### config.mk
export PLATFORM = sky130hd
export DESIGN_NAME = gcs_clock_ctrl
export DESIGN_NICKNAME = d
export VERILOG_FILES = /design/src/logic/gcs_pkg.sv /design/src/logic/gcs_clock_ctrl.sv
export VERILOG_INCLUDE_DIRS = /design/src /design/src/logic
export SDC_FILE = /design/constraint.sdc
export NUM_CORES = 1
export LEC_CHECK = 0
export BUFFER_PORTS_ARGS = -buffer_cell sky130_fd_sc_hd__buf_2
export CAP_MARGIN = 10
export CORE_ASPECT_RATIO = 1.25
export CORE_MARGIN = 2
export CORE_UTILIZATION = 55
export CTS_CLUSTER_SIZE = 12
export DETAILED_ROUTE_END_ITERATION = 7
export PLACE_DENSITY = 0.73
export SKIP_CTS_REPAIR_TIMING = 1
export SYNTH_ARGS = -nofsm -noshare
export SYNTH_HDL_FRONTEND = slang
export SYNTH_SLANG_ARGS = --single-unit
export TNS_END_PERCENT = 50
### constraint.sdc
create_clock -name aclk -period 3.65 [get_ports aclk]
set_input_delay 0.73 -clock aclk [delete_from_list [all_inputs] [get_ports aclk]]
set_output_delay 0.73 -clock aclk [all_outputs]
set_load 0.005 [all_outputs]
### src/logic/gcs_defs.svh
// Constants of the global clock line source select and gate block.
// Assumes inclusion by its bare name from the package and the design.
`ifndef GCS_DEFS_SVH
`define GCS_DEFS_SVH
`define GCS_NLINE 20
`define GCS_NSIDE 4
`define GCS_LPS 5
`define GCS_NPIN 8
`define GCS_SMALL_PINS 4
`define GCS_OFS_CTRL 8'h00
`define GCS_OFS_PDN 8'h04
`define GCS_OFS_STAT 8'h08
`define GCS_OFS_LCFG0 8'h10
`define GCS_OFS_LCFG19 8'h5c
`define GCS_LCFG_IDX0 5'h04
`define GCS_CTRL_UMODE 0
`define GCS_CTRL_DIFF 4
`define GCS_CTRL_MANSW 8
`define GCS_CTRL_REFSEL 16
`define GCS_LCFG_KIND 0
`define GCS_LCFG_PLLA 2
`define GCS_LCFG_PLLB 5
`define GCS_RST_LCFG 8'h20
`define GCS_RST_PDN 20'h00000
`define GCS_RST_REFSEL 8'h00
`define GCS_NO_DUAL_PURPOSE_CLOCK_PIN 3'h4
`define GCS_RESP_OKAY 2'h0
`define GCS_RESP_SLVERR 2'h2
`endif

### src/logic/gcs_pkg.sv
// Types of the global clock line source select and gate block.
// Assumes gcs_defs.svh is on the include path.
`default_nettype none
`include "gcs_defs.svh"
package gcs_pkg;
	typedef enum logic [1:0] {
		GCS_SRC_DYN = 2'h0,
		GCS_SRC_DUAL_PURPOSE_CLOCK_PIN = 2'h1,
		GCS_SRC_LOGIC = 2'h3
	} gcs_src_t;

	typedef struct packed {
		logic umode;
		logic [3:0] diff;
		logic [3:0] mansw;
		logic [7:0] refsel;
		logic [`GCS_NLINE-1:0] pdn;
		logic [`GCS_NLINE-1:0][7:0] lcfg;
		logic [`GCS_NLINE-1:0] en;
		logic [`GCS_NLINE-1:0][1:0] sel;
		logic [`GCS_NLINE-1:0] src_prev;
		logic [`GCS_NLINE-1:0] line;
		logic [`GCS_NSIDE-1:0] pll_ref;
		logic aw_got;
		logic w_got;
		logic [7:0] waddr;
		logic [31:0] wdata;
		logic [3:0] wstrb;
		logic bvalid;
		logic [1:0] bresp;
		logic rvalid;
		logic [31:0] rdata;
		logic [1:0] rresp;
	} gcs_state_t;
endpackage
`default_nettype wire

### src/logic/gcs_clock_ctrl.sv
// Global clock line source select, gate and PLL reference select.
// Assumes every clock source is a level sampled synchronously on aclk and
// that software configures over AXI4-Lite before entering user mode.
// Operation
// - Each line mux sees two pins, two PLL outputs, one logic; lines 0-9 also see one dual pin.
// - Run-time choice is only among the two pins and two PLL outputs.
// - User logic drives a two-bit dynamic select; the mux applies it.
// - Dual-purpose pin and internal logic sources are static choices only.
// - Static selection is set before user mode and locked afterwards.
// - A line's PLL outputs all come from the PLL on its own side.
// - PLL reference mux select is static or dynamic under manual switch.
// - Only lines sourced by pins or PLL outputs may feed a PLL input.
// - Ordinary I/O pins have no path to a PLL reference input.
// - Each PLL has five counter outputs; two are offered per line.
// - Twenty muxes, five per side, each driving its own clock line.
// - User logic enables or disables each line; disabled lines stay off.
// - Unused lines are powered down by static configuration bits.
// - Line power-down acts on the line alone, never on a PLL.
// - Pin pairs of group g reach lines 5g+k by the fixed pin pattern.
// - Four dual-purpose pins reach lines 0,2; 1,3,4; 5,7; 6,8,9.
// - Small parts have four pins on two sides; large ones eight.
// - Single-ended pins act alone; a differential pair acts as one.
// - The line enable is sampled on the selected clock's falling edge.
// - Gating a line leaves the PLL counters and lock untouched.
`timescale 1ns/100ps
`default_nettype none
`include "gcs_defs.svh"
module gcs_clock_ctrl
	import gcs_pkg::*;
#(
	parameter bit LARGE_DENSITY = 1'b1
)
(
	input wire logic aclk,
	input wire logic aresetn,
	input wire logic [7:0] s_axi_awaddr,
	input wire logic s_axi_awvalid,
	output logic s_axi_awready,
	input wire logic [31:0] s_axi_wdata,
	input wire logic [3:0] s_axi_wstrb,
	input wire logic s_axi_wvalid,
	output logic s_axi_wready,
	output logic [1:0] s_axi_bresp,
	output logic s_axi_bvalid,
	input wire logic s_axi_bready,
	input wire logic [7:0] s_axi_araddr,
	input wire logic s_axi_arvalid,
	output logic s_axi_arready,
	output logic [31:0] s_axi_rdata,
	output logic [1:0] s_axi_rresp,
	output logic s_axi_rvalid,
	input wire logic s_axi_rready,
	input wire logic [`GCS_NPIN-1:0] ded_clk_p,
	input wire logic [`GCS_NPIN-1:0] ded_clk_n,
	input wire logic [3:0] dual_purpose_clock_pin,
	input wire logic [`GCS_NSIDE*`GCS_LPS-1:0] pll_counter_out,
	input wire logic [`GCS_NLINE-1:0] logic_clk_src,
	input wire logic [2*`GCS_NLINE-1:0] clk_select,
	input wire logic [`GCS_NLINE-1:0] clk_enable,
	input wire logic [2*`GCS_NSIDE-1:0] pll_clkswitch,
	output logic [`GCS_NLINE-1:0] global_clock_line,
	output logic [`GCS_NLINE-1:0] line_pll_ok,
	output logic [`GCS_NSIDE-1:0] pll_ref_clk
);

	gcs_state_t st_q;
	gcs_state_t st_d;
	logic [`GCS_NPIN-1:0] pin_p;
	logic [`GCS_NPIN-1:0] pin_n;
	logic [`GCS_NLINE-1:0] src_v;
	logic [`GCS_NLINE-1:0] fall_v;
	logic [`GCS_NLINE-1:0] quiet_v;
	logic [`GCS_NSIDE-1:0] ref_v;

	// Four-way dynamic mux; static sources never appear here.
	function automatic logic pick(input logic [1:0] s, input logic a,
		input logic b, input logic c, input logic d);
		case (s)
			2'h0: pick = a;
			2'h1: pick = b;
			2'h2: pick = c;
			default: pick = d;
		endcase
	endfunction

	function automatic logic [2:0] dp_index(input int i);
		case (i)
			0, 2: dp_index = 3'h0;
			1, 3, 4: dp_index = 3'h1;
			5, 7: dp_index = 3'h2;
			6, 8, 9: dp_index = 3'h3;
			default: dp_index = `GCS_NO_DUAL_PURPOSE_CLOCK_PIN;
		endcase
	endfunction

	function automatic logic [31:0] merge(input logic [31:0] old,
		input logic [31:0] nw, input logic [3:0] strb);
		logic [31:0] r;
		r = old;
		for (int b = 0; b < 4; b++)
		begin
			if (strb[b])
				r[8*b +: 8] = nw[8*b +: 8];
		end
		merge = r;
	endfunction

	function automatic logic [31:0] ctrl_word(input gcs_state_t s);
		logic [31:0] w;
		w = 32'h0;
		w[`GCS_CTRL_UMODE] = s.umode;
		w[`GCS_CTRL_DIFF +: 4] = s.diff;
		w[`GCS_CTRL_MANSW +: 4] = s.mansw;
		w[`GCS_CTRL_REFSEL +: 8] = s.refsel;
		ctrl_word = w;
	endfunction

	// Small parts have no pins on the top and bottom sides.
	for (genvar j = 0; j < `GCS_NPIN; j++)
	begin : g_pin
		if (LARGE_DENSITY || j < `GCS_SMALL_PINS)
		begin : g_on
			assign pin_p[j] = ded_clk_p[j];
			// In differential use the pair is one input seen on p.
			assign pin_n[j] = st_q.diff[j/2] ? ded_clk_p[j] : ded_clk_n[j];
		end
		else
		begin : g_off
			assign pin_p[j] = 1'b0;
			assign pin_n[j] = 1'b0;
		end
	end

	for (genvar i = 0; i < `GCS_NLINE; i++)
	begin : g_line
		localparam int G = i / `GCS_LPS;
		localparam int K = i % `GCS_LPS;
		logic ca;
		logic cb;
		logic pa;
		logic pb;
		logic dyn_cur;
		logic dyn_new;
		logic dpv;
		logic [2:0] ia;
		logic [2:0] ib;
		logic [2:0] dpi;
		logic [`GCS_LPS-1:0] cnt;
		gcs_src_t kind;

		assign ca = (K == 1) ? pin_n[2*G] :
			(K == 3) ? pin_p[2*G+1] : pin_p[2*G];
		assign cb = (K == 0 || K == 3) ? pin_n[2*G+1] :
			(K == 2) ? pin_n[2*G] : pin_p[2*G+1];
		// Only the PLL of this side is reachable from this line.
		assign cnt = pll_counter_out[G*`GCS_LPS +: `GCS_LPS];
		assign ia = st_q.lcfg[i][`GCS_LCFG_PLLA +: 3];
		assign ib = st_q.lcfg[i][`GCS_LCFG_PLLB +: 3];
		assign pa = (ia < 3'h5) ? cnt[ia] : 1'b0;
		assign pb = (ib < 3'h5) ? cnt[ib] : 1'b0;
		assign dyn_cur = pick(st_q.sel[i], ca, cb, pa, pb);
		assign dyn_new = pick(clk_select[2*i +: 2], ca, cb, pa, pb);
		assign dpi = dp_index(i);
		assign dpv = (dpi == `GCS_NO_DUAL_PURPOSE_CLOCK_PIN) ? 1'b0 :
			dual_purpose_clock_pin[dpi[1:0]];
		assign kind = gcs_src_t'(st_q.lcfg[i][`GCS_LCFG_KIND +: 2]);
		always_comb
		begin
			case (kind)
				GCS_SRC_DYN: src_v[i] = dyn_cur;
				GCS_SRC_DUAL_PURPOSE_CLOCK_PIN: src_v[i] = dpv;
				GCS_SRC_LOGIC: src_v[i] = logic_clk_src[i];
				default: src_v[i] = 1'b0;
			endcase
		end
		assign fall_v[i] = st_q.src_prev[i] & ~src_v[i];
		// Switching while both old and new sources are low cannot cut
		// a high phase short or start one part way through.
		assign quiet_v[i] = ~dyn_cur & ~dyn_new;
		assign line_pll_ok[i] = (kind == GCS_SRC_DYN);

	end

	// PLL reference: both pins of the first pair on this side, the p pin of the second, or a cascade line.
	for (genvar g = 0; g < `GCS_NSIDE; g++)
	begin : g_pll
		localparam int NB = ((g + 1) % `GCS_NSIDE) * `GCS_LPS;
		logic [1:0] rs;
		logic casc;
		// A cascade only passes when the line's source may feed a PLL.
		assign casc = st_q.line[NB] & line_pll_ok[NB];
		assign rs = st_q.mansw[g] ? pll_clkswitch[2*g +: 2] :
			st_q.refsel[2*g +: 2];
		assign ref_v[g] = pick(rs, pin_p[2*g], pin_n[2*g], pin_p[2*g+1],
			casc);
	end

	always_comb
	begin
		logic [31:0] nv;
		logic [4:0] li;
		logic [4:0] ri;
		nv = 32'h0;
		li = 5'h0;
		ri = 5'h0;
		st_d = st_q;

		for (int i = 0; i < `GCS_NLINE; i++)
		begin
			st_d.src_prev[i] = src_v[i];
			if (fall_v[i])
				st_d.en[i] = clk_enable[i];
			if (quiet_v[i])
				st_d.sel[i] = clk_select[2*i +: 2];
			// The gate sits on the line alone; PLL counters keep running.
			st_d.line[i] = src_v[i] & st_q.en[i] &
				~st_q.pdn[i];
		end
		st_d.pll_ref = ref_v;

		if (s_axi_awvalid && s_axi_awready)
		begin
			st_d.aw_got = 1'b1;
			st_d.waddr = s_axi_awaddr;
		end
		if (s_axi_wvalid && s_axi_wready)
		begin
			st_d.w_got = 1'b1;
			st_d.wdata = s_axi_wdata;
			st_d.wstrb = s_axi_wstrb;
		end
		if (st_q.aw_got && st_q.w_got && !st_q.bvalid)
		begin
			st_d.aw_got = 1'b0;
			st_d.w_got = 1'b0;
			st_d.bvalid = 1'b1;
			st_d.bresp = `GCS_RESP_OKAY;
			li = st_q.waddr[6:2] - `GCS_LCFG_IDX0;
			// Configuration is frozen once user mode is entered.
			if (st_q.umode || st_q.waddr[1:0] != 2'h0)
				st_d.bresp = `GCS_RESP_SLVERR;
			else if (st_q.waddr == `GCS_OFS_CTRL)
			begin
				nv = merge(ctrl_word(st_q), st_q.wdata, st_q.wstrb);
				st_d.umode = nv[`GCS_CTRL_UMODE];
				st_d.diff = nv[`GCS_CTRL_DIFF +: 4];
				st_d.mansw = nv[`GCS_CTRL_MANSW +: 4];
				st_d.refsel = nv[`GCS_CTRL_REFSEL +: 8];
			end
			else if (st_q.waddr == `GCS_OFS_PDN)
			begin
				nv = merge({12'h0, st_q.pdn}, st_q.wdata, st_q.wstrb);
				st_d.pdn = nv[`GCS_NLINE-1:0];
			end
			else if (st_q.waddr >= `GCS_OFS_LCFG0 &&
				st_q.waddr <= `GCS_OFS_LCFG19)
			begin
				nv = merge({24'h0, st_q.lcfg[li]}, st_q.wdata,
					st_q.wstrb);
				st_d.lcfg[li] = nv[7:0];
			end
			else
				st_d.bresp = `GCS_RESP_SLVERR;
		end
		if (st_q.bvalid && s_axi_bready)
			st_d.bvalid = 1'b0;

		if (s_axi_arvalid && s_axi_arready)
		begin
			st_d.rvalid = 1'b1;
			st_d.rresp = `GCS_RESP_OKAY;
			st_d.rdata = 32'h0;
			ri = s_axi_araddr[6:2] - `GCS_LCFG_IDX0;
			if (s_axi_araddr[1:0] != 2'h0)
				st_d.rresp = `GCS_RESP_SLVERR;
			else if (s_axi_araddr == `GCS_OFS_CTRL)
				st_d.rdata = ctrl_word(st_q);
			else if (s_axi_araddr == `GCS_OFS_PDN)
				st_d.rdata = {12'h0, st_q.pdn};
			else if (s_axi_araddr == `GCS_OFS_STAT)
				st_d.rdata = {12'h0, st_q.en & ~st_q.pdn};
			else if (s_axi_araddr >= `GCS_OFS_LCFG0 &&
				s_axi_araddr <= `GCS_OFS_LCFG19)
				st_d.rdata = {24'h0, st_q.lcfg[ri]};
			else
				st_d.rresp = `GCS_RESP_SLVERR;
		end
		else if (st_q.rvalid && s_axi_rready)
			st_d.rvalid = 1'b0;
	end

	always_ff @(posedge aclk)
	begin
		if (!aresetn)
		begin
			st_q <= '0;
			st_q.refsel <= `GCS_RST_REFSEL;
			st_q.pdn <= `GCS_RST_PDN;
			for (int i = 0; i < `GCS_NLINE; i++)
				st_q.lcfg[i] <= `GCS_RST_LCFG;
		end
		else
			st_q <= st_d;
	end

	assign s_axi_awready = !st_q.aw_got && !st_q.bvalid;
	assign s_axi_wready = !st_q.w_got && !st_q.bvalid;
	assign s_axi_bvalid = st_q.bvalid;
	assign s_axi_bresp = st_q.bresp;
	assign s_axi_arready = !st_q.rvalid;
	assign s_axi_rvalid = st_q.rvalid;
	assign s_axi_rdata = st_q.rdata;
	assign s_axi_rresp = st_q.rresp;
	assign global_clock_line = st_q.line;
	assign pll_ref_clk = st_q.pll_ref;
endmodule
`default_nettype wire

Word-level counts from Yosys, hierarchy flattened
Index checks and enable logic that the tools add are counted.
Widths: inputs -> output; s select.
{ "word_totals": {"regBits": 376, "input_bits": 187, "output_inout_bits": 85, "elab_cells": 780} }
{ "classes": {"add_sub_neg": 2, "order_cmp": 87, "eq_ne": 121, "n_mux": 225, "n_bitwise": 170, "reduce_logical": 95} }
{ "ops": {"columns": ["operator", "n"], "rows": [
  ["$pmux 1 s3", 54],
  ["$bwmux 160", 1],
  ["$lt 3x4->1 const B", 40],
  ["$eq 2x2->1 const B", 64],
  ["$logic_not 2->1", 64],
  ["$bmux 1 s3", 40],
  ["$lt 3x3->1 const B", 40],
  ["$eq 2x1->1 const B", 54],
  ["$mux 1", 90],
  ["$and 1x1->1", 84],
  ["$not 1->1", 84],
  ["$bmux 8 s5", 2],
  ["$mux 8", 10],
  ["$mux 24", 2],
  ["$demux 8 s5", 1],
  ["$mux 20", 2],
  ["$mux 2", 13],
  ["$and 20x20->20", 1],
  ["$not 20->20", 1],
  ["$pmux 1 s2", 10],
  ["$reduce_and 5->1", 4],
  ["$eq 8x3->1 const B", 2],
  ["$ge 8x5->1 const B", 2],
  ["$le 8x7->1 const B", 2],
  ["other kinds (11)", 33]
]} }

Longest topological paths before layout
{ "depth": {"word_depth": 10, "depth_mapped": 11, "ltp_nobuf": 8} }

Worst setup path before layout
No wires, ideal clock.
{ "synth_path": {"path_type": "input-to-reg", "startpoint": "in s_axi_araddr[4]", "endpoint": "reg st_q (netlist bit s_axi_rdata[7])", "setup_ps": 70, "arrival_ps": 3027, "required_time_ps": 3580, "slack_ps": 553, "path_stages": 11, "n_path_buf": 3, "cell_sequence": "clkbuf_1 clkinv_1 clkbuf_1 ha_1 xnor2_1 clkbuf_1 a22o_1 a22oi_1 a311oi_1 o221ai_1 a21oi_1"} }
{ "synth_between": {"elab_chain_len": 8, "elab_cells_between_ends": 14, "cone_classes": "add/sub: 1; order compare: 2; eq/ne: 2; mux: 7; reduce/logical: 2"} }
{ "synth_lines": {"columns": ["element", "line_no", "source"], "rows": [
  ["from (decl)", "gcs_clock_ctrl.sv:46", "input wire logic [7:0] s_axi_araddr,"],
  ["$sub 5x3->5 (no source line)", null, null],
  ["$bmux 8 s5", "gcs_clock_ctrl.sv:284", "st_d.rdata = {24'h0, st_q.lcfg[ri]};"],
  ["$mux 8 (not written as such)", "gcs_clock_ctrl.sv:284", null],
  ["$mux 8", "gcs_clock_ctrl.sv:282", "else if (s_axi_araddr >= `GCS_OFS_LCFG0 &&"],
  ["$mux 20", "gcs_clock_ctrl.sv:280", "else if (s_axi_araddr == `GCS_OFS_STAT)"],
  ["$mux 20", "gcs_clock_ctrl.sv:278", "else if (s_axi_araddr == `GCS_OFS_PDN)"],
  ["$mux 24 (*)", "gcs_clock_ctrl.sv:276", "else if (s_axi_araddr == `GCS_OFS_CTRL)"],
  ["$mux 24 (*)", "gcs_clock_ctrl.sv:274", "if (s_axi_araddr[1:0] != 2'h0)"],
  ["to (signal assigned)", "gcs_clock_ctrl.sv:303", "st_q <= st_d;"],
  ["to (decl)", "gcs_clock_ctrl.sv:66", "gcs_state_t st_q;"]
]} }
Mark *: on every way between the ends. The rest lies on a longest branch, timed or not. The select of a mux whose other input is x is not followed.
A chain may end at the register's enable or synchronous reset.

Worst setup path after layout
{ "layout_path": {"startpoint": "reg st_q[79] (netlist bit)", "endpoint": "reg st_q (netlist bit g_line[0].ib[0])"} }
{ "layout_between": {"elab_chain_len": 10, "elab_cells_between_ends": 23, "cone_classes": "add/sub: 1; order compare: 4; eq/ne: 1; mux: 11; bitwise: 2; reduce/logical: 4"} }
{ "layout_lines": {"columns": ["element", "line_no", "source"], "rows": [
  ["$sub 5x3->5 (no source line)", null, null],
  ["$bmux 8 s5", "gcs_clock_ctrl.sv:258", "nv = merge({24'h0, st_q.lcfg[li]}, st_q.wdata,"],
  ["$mux 8 (not written as such)", "gcs_clock_ctrl.sv:258", null],
  ["$mux 8", "gcs_clock_ctrl.sv:102", "if (strb[b])"],
  ["$mux 8", "gcs_clock_ctrl.sv:255", "else if (st_q.waddr >= `GCS_OFS_LCFG0 &&"],
  ["$mux 8", "gcs_clock_ctrl.sv:250", "else if (st_q.waddr == `GCS_OFS_PDN)"],
  ["$mux 8", "gcs_clock_ctrl.sv:242", "else if (st_q.waddr == `GCS_OFS_CTRL)"],
  ["$mux 8", "gcs_clock_ctrl.sv:240", "if (st_q.umode || st_q.waddr[1:0] != 2'h0)"],
  ["$mux 8", "gcs_clock_ctrl.sv:232", "if (st_q.aw_got && st_q.w_got && !st_q.bvalid)"],
  ["$bwmux 160", "gcs_clock_ctrl.sv:260", "st_d.lcfg[li] = nv[7:0];"]
]} }
Several ways; a longest one is shown, not always the timed one. The select of a mux whose other input is x is not followed.

==> results.cfg <==
[drt]
first_pass_iters = 6
avgViaCountPerCell = 6.46
wl_per_cell_microns = 22.7
drtAntennaViolNets = 0
drt_iter0_drc = 2088
vias = 20226
drc = 0
drt_wl_total_mm = 70.9

[power_and_ir_drop]
power_leakage_nw = 8.38
internal-power_mw = 6.89
clkPwrFrac_pct = 42.2
switchingPower_mw = 2.58
ir_drop_mv = 0.268
p_per_area_nw_per_um2 = 399
pwr-share-seq_pct = 44.4
sw_frac_of_total_pct = 27.3
combPwrFrac_pct = 13.4

[cells_and_area]
fillers = 3394
syn2layout_area_growth_pct = 10.2
utilization_pct = 61.0
drive_gt1_share_pct = 19.5
final_nets = 2811

[setup_path]
cp_num_buf_inv = 1
cp_cell_sequence = inv_1 -> ha_1 -> a31oi_1 -> a311oi_1 -> a311o_1 -> or4_1 -> nand2_1 -> o211ai_1
crit_arrival_ns = 3.45
reg2reg_from = st_q[79]
cp_slowest_stage_delay_ns = 0.99
crit_type = reg -> reg
startpoint_type = flop
cp-end-kind = flop
critPathMaxFanout = 26
slowest_stage = or4_1
critPathRequiredTime_ns = 4.06
setup.worst_path.start = st_q[79]
timing.critical_path.max_delay_family = simple AND/OR/NAND/NOR gates

[synth]
synth_compound_gate_area_share_pct = 19.4
yosys.area_share.adder_pct = 1.39
synth_area_per_cell_sq_um = 8.62
synthCells = 2499
syn-cell-area_sq_um = 21500
synth_edf_count = 0
synth_top_family_by_area = compound AO/OA/AOI/OAI gates
synth-xor-area-share_pct = 0.122
yosys.area.top_type_share_pct = 34.0
synthMuxAreaShare_pct = 18.7
yosys.area.top_type = dfxtp_1
netlist_top_cells_area = dfxtp_1, mux4_2, mux2i_1
ys_seq_area_share_pct = 34.0
async_flop_share_pct = 0
ys_types = 68
yosys.area_share.simple_pct = 18.1
synth_top_flop_cell = dfxtp_1
yosys_warnings = 0
ys_ff_latch = 366

[timing]
worst_slew_pin_slew_ns = 1.01
fin_crit_ns = 3.04
timing.fmax_mhz = 329
fin_hold_ws_ns = 0.405
hold_viol = 0
fin_tns_setup_ns = 0
setup_ws_ns = 0.607
drv_slew = 0
rsz0062_at_grt = no
setup_violations = 0
finClkSkew_ns = 0.0209
fin_crit_sh_pct = 83.4
slew-limit-headroom_pct = 32.3

[placement]
detailedPlace.worstSlack_ns = 0.454
port_buffers = 252
hpwl_mm = 52.9
gp_congestion = 0.962

[job]
drv_cap = 0

[floorplan]
fp-row-count = 81
core_sq_um = 38900
die_w_microns = 181
dieHeight_microns = 225
ioPinCount = 272
die_area_sq_um = 40800
initial_core_util_pct = 55.3

[clock_tree]
clk_latency_ns = 0.55
clock-root-buffer = clkbuf_16
htree_num_levels = 2
clk_pin_slew_worst_paths_ns = 0.06
cts.path.max_buffers = 3
clock_sinks = 366
tritoncts = built
cts_made_buffers = 40

[grt]
grt_pass1_wl_mm = 107
grt-ovfl-total = 0
grt_usage_pct = 33.7
antenna_found_initial = 6
grt_pass1_vias = 18723
grt_max_degree = 126

[run_status]
status = finished, final reports clean

[hold_path]
hold_path.startpoint = s_axi_awaddr[3]
worstHoldPathType = in -> reg
[cells by family (layout without fill, tap and decap cells)]
family	count (synthesis)	after routing
AOI/OAI and AO/OA	690	690
adders and majority gates	24	24
buffers and inverters	348	467
and+or+nand+nor	803	803
other	1	15
muxes	264	264
DFF	366	366
xor gates and xnor gates	3	3
[cell type report]
cell class / instances / area [sq um] / area share (%)
inverters: 100 / 378 / 1.59
clock buffers: 59 / 1180 / 4.99
flip-flops and latches: 366 / 7330 / 30.9
repair buffers: 298 / 1640 / 6.91
well taps: 498 / 623 / 2.63
diodes: 5 / 12.5 / 0.0527
multi-input cells: 1794 / 12500 / 52.6
clock inverters: 10 / 88.8 / 0.374
[cells in the final DEF (no fill, tap or decap), drive strengths merged, types with 6 or more instances in the layout]
cell      n
mux2     25
nand3   197
o221ai   13
nor3     28
conb     10
and3      9
nor2     69
a21oi   161
ha       24
buf     297
or4      26
a31oi    16
clkinv    9
and3b     6
a21boi    8
dfxtp   366
a211oi   21
o21a     25
nand2   349
nand2b   27
a221oi   22
clkbuf   60
o32ai     6
a22o     10
o211ai   61
mux4    108
nand3b   44
mux2i   131
a21o      8
o31ai    12
a311oi   13
nor2b     8
inv      99
a22oi    21
and2     22
o21ai   273
[per-stage QoR]
| step | cell area [sq um] | power, mW | cells |
|---|---|---|---|
| final | 23700 | 9.48 | 3130 |
| after detailed placement | 22400 | 5.53 | 3055 |
| after global placement | 22400 | 5.48 | 3055 |
| after global routing | 23700 | 9.75 | 3130 |
| after floorplan | 21600 | 5.11 | 2508 |
| after CTS | 23700 | 9.46 | 3124 |
[worst register-to-register path: stages (launching register included)]
cell	delay, ns
dfxtp_1	0.36
inv_1	0.07
ha_1	0.22
a31oi_1	0.20
a311oi_1	0.07
a311o_1	0.67
or4_1	1.00
nand2_1	0.20
o211ai_1	0.11
[flip-flops by register name, summed over array words and instances (netlist names)]
signal	cells
st_q	154
g_line.ia	60
g_line.ib	60
g_line.kind	40
s_axi_rdata	24
global_clock_line	20
pll_ref_clk	4
s_axi_bresp	1
s_axi_bvalid	1
s_axi_rresp	1
s_axi_rvalid	1
[per-layer routing]
layer	up-vias	GRT usage [%]	wire (microns)	share of wire, %
li1	9295	-	-	-
met1	9672	43.4	27800	39
met2	1058	54.5	32700	46
met3	199	5.46	6470	9.1
met4	2	18.0	3930	5.5
met5	-	0	18	0.025
[Yosys cell counts (61+ instances only)]
| library cell | count |
|---|---|
| o21ai_0 | 139 |
| mux4_2 | 108 |
| nand2_1 | 349 |
| nand3_1 | 197 |
| inv_1 | 99 |
| nor2_1 | 69 |
| buf_4 | 64 |
| o21ai_1 | 134 |
| dfxtp_1 | 366 |
| mux2i_1 | 131 |
| o211ai_1 | 61 |
| a21oi_1 | 161 |
| clkbuf_1 | 110 |
[power by group through the flow]
stage | combinational, mW | sequential, mW | clock, mW
6_report | 1.27 | 4.21 | 4.00
5_1_grt | 1.36 | 4.22 | 4.17
4_1_cts | 1.24 | 4.21 | 4.01
3_5_place_dp | 1.23 | 4.29 | 0
3_3_place_gp | 1.19 | 4.29 | 0
2_1_floorplan | 0.850 | 4.26 | 0
[path summary, 6_finish.rpt]
path / to / cells past startpoint / slack (ns)
setup reg to reg: g_line[0].ib[0] / 8 / 0.61
hold reg to reg: s_axi_rdata[22] / 2 / 0.45
hold / removal: st_q[77] / 3 / 0.40
setup / recovery: g_line[0].ib[0] / 8 / 0.61
No activity file was read; power rests on OpenSTA's default activity.
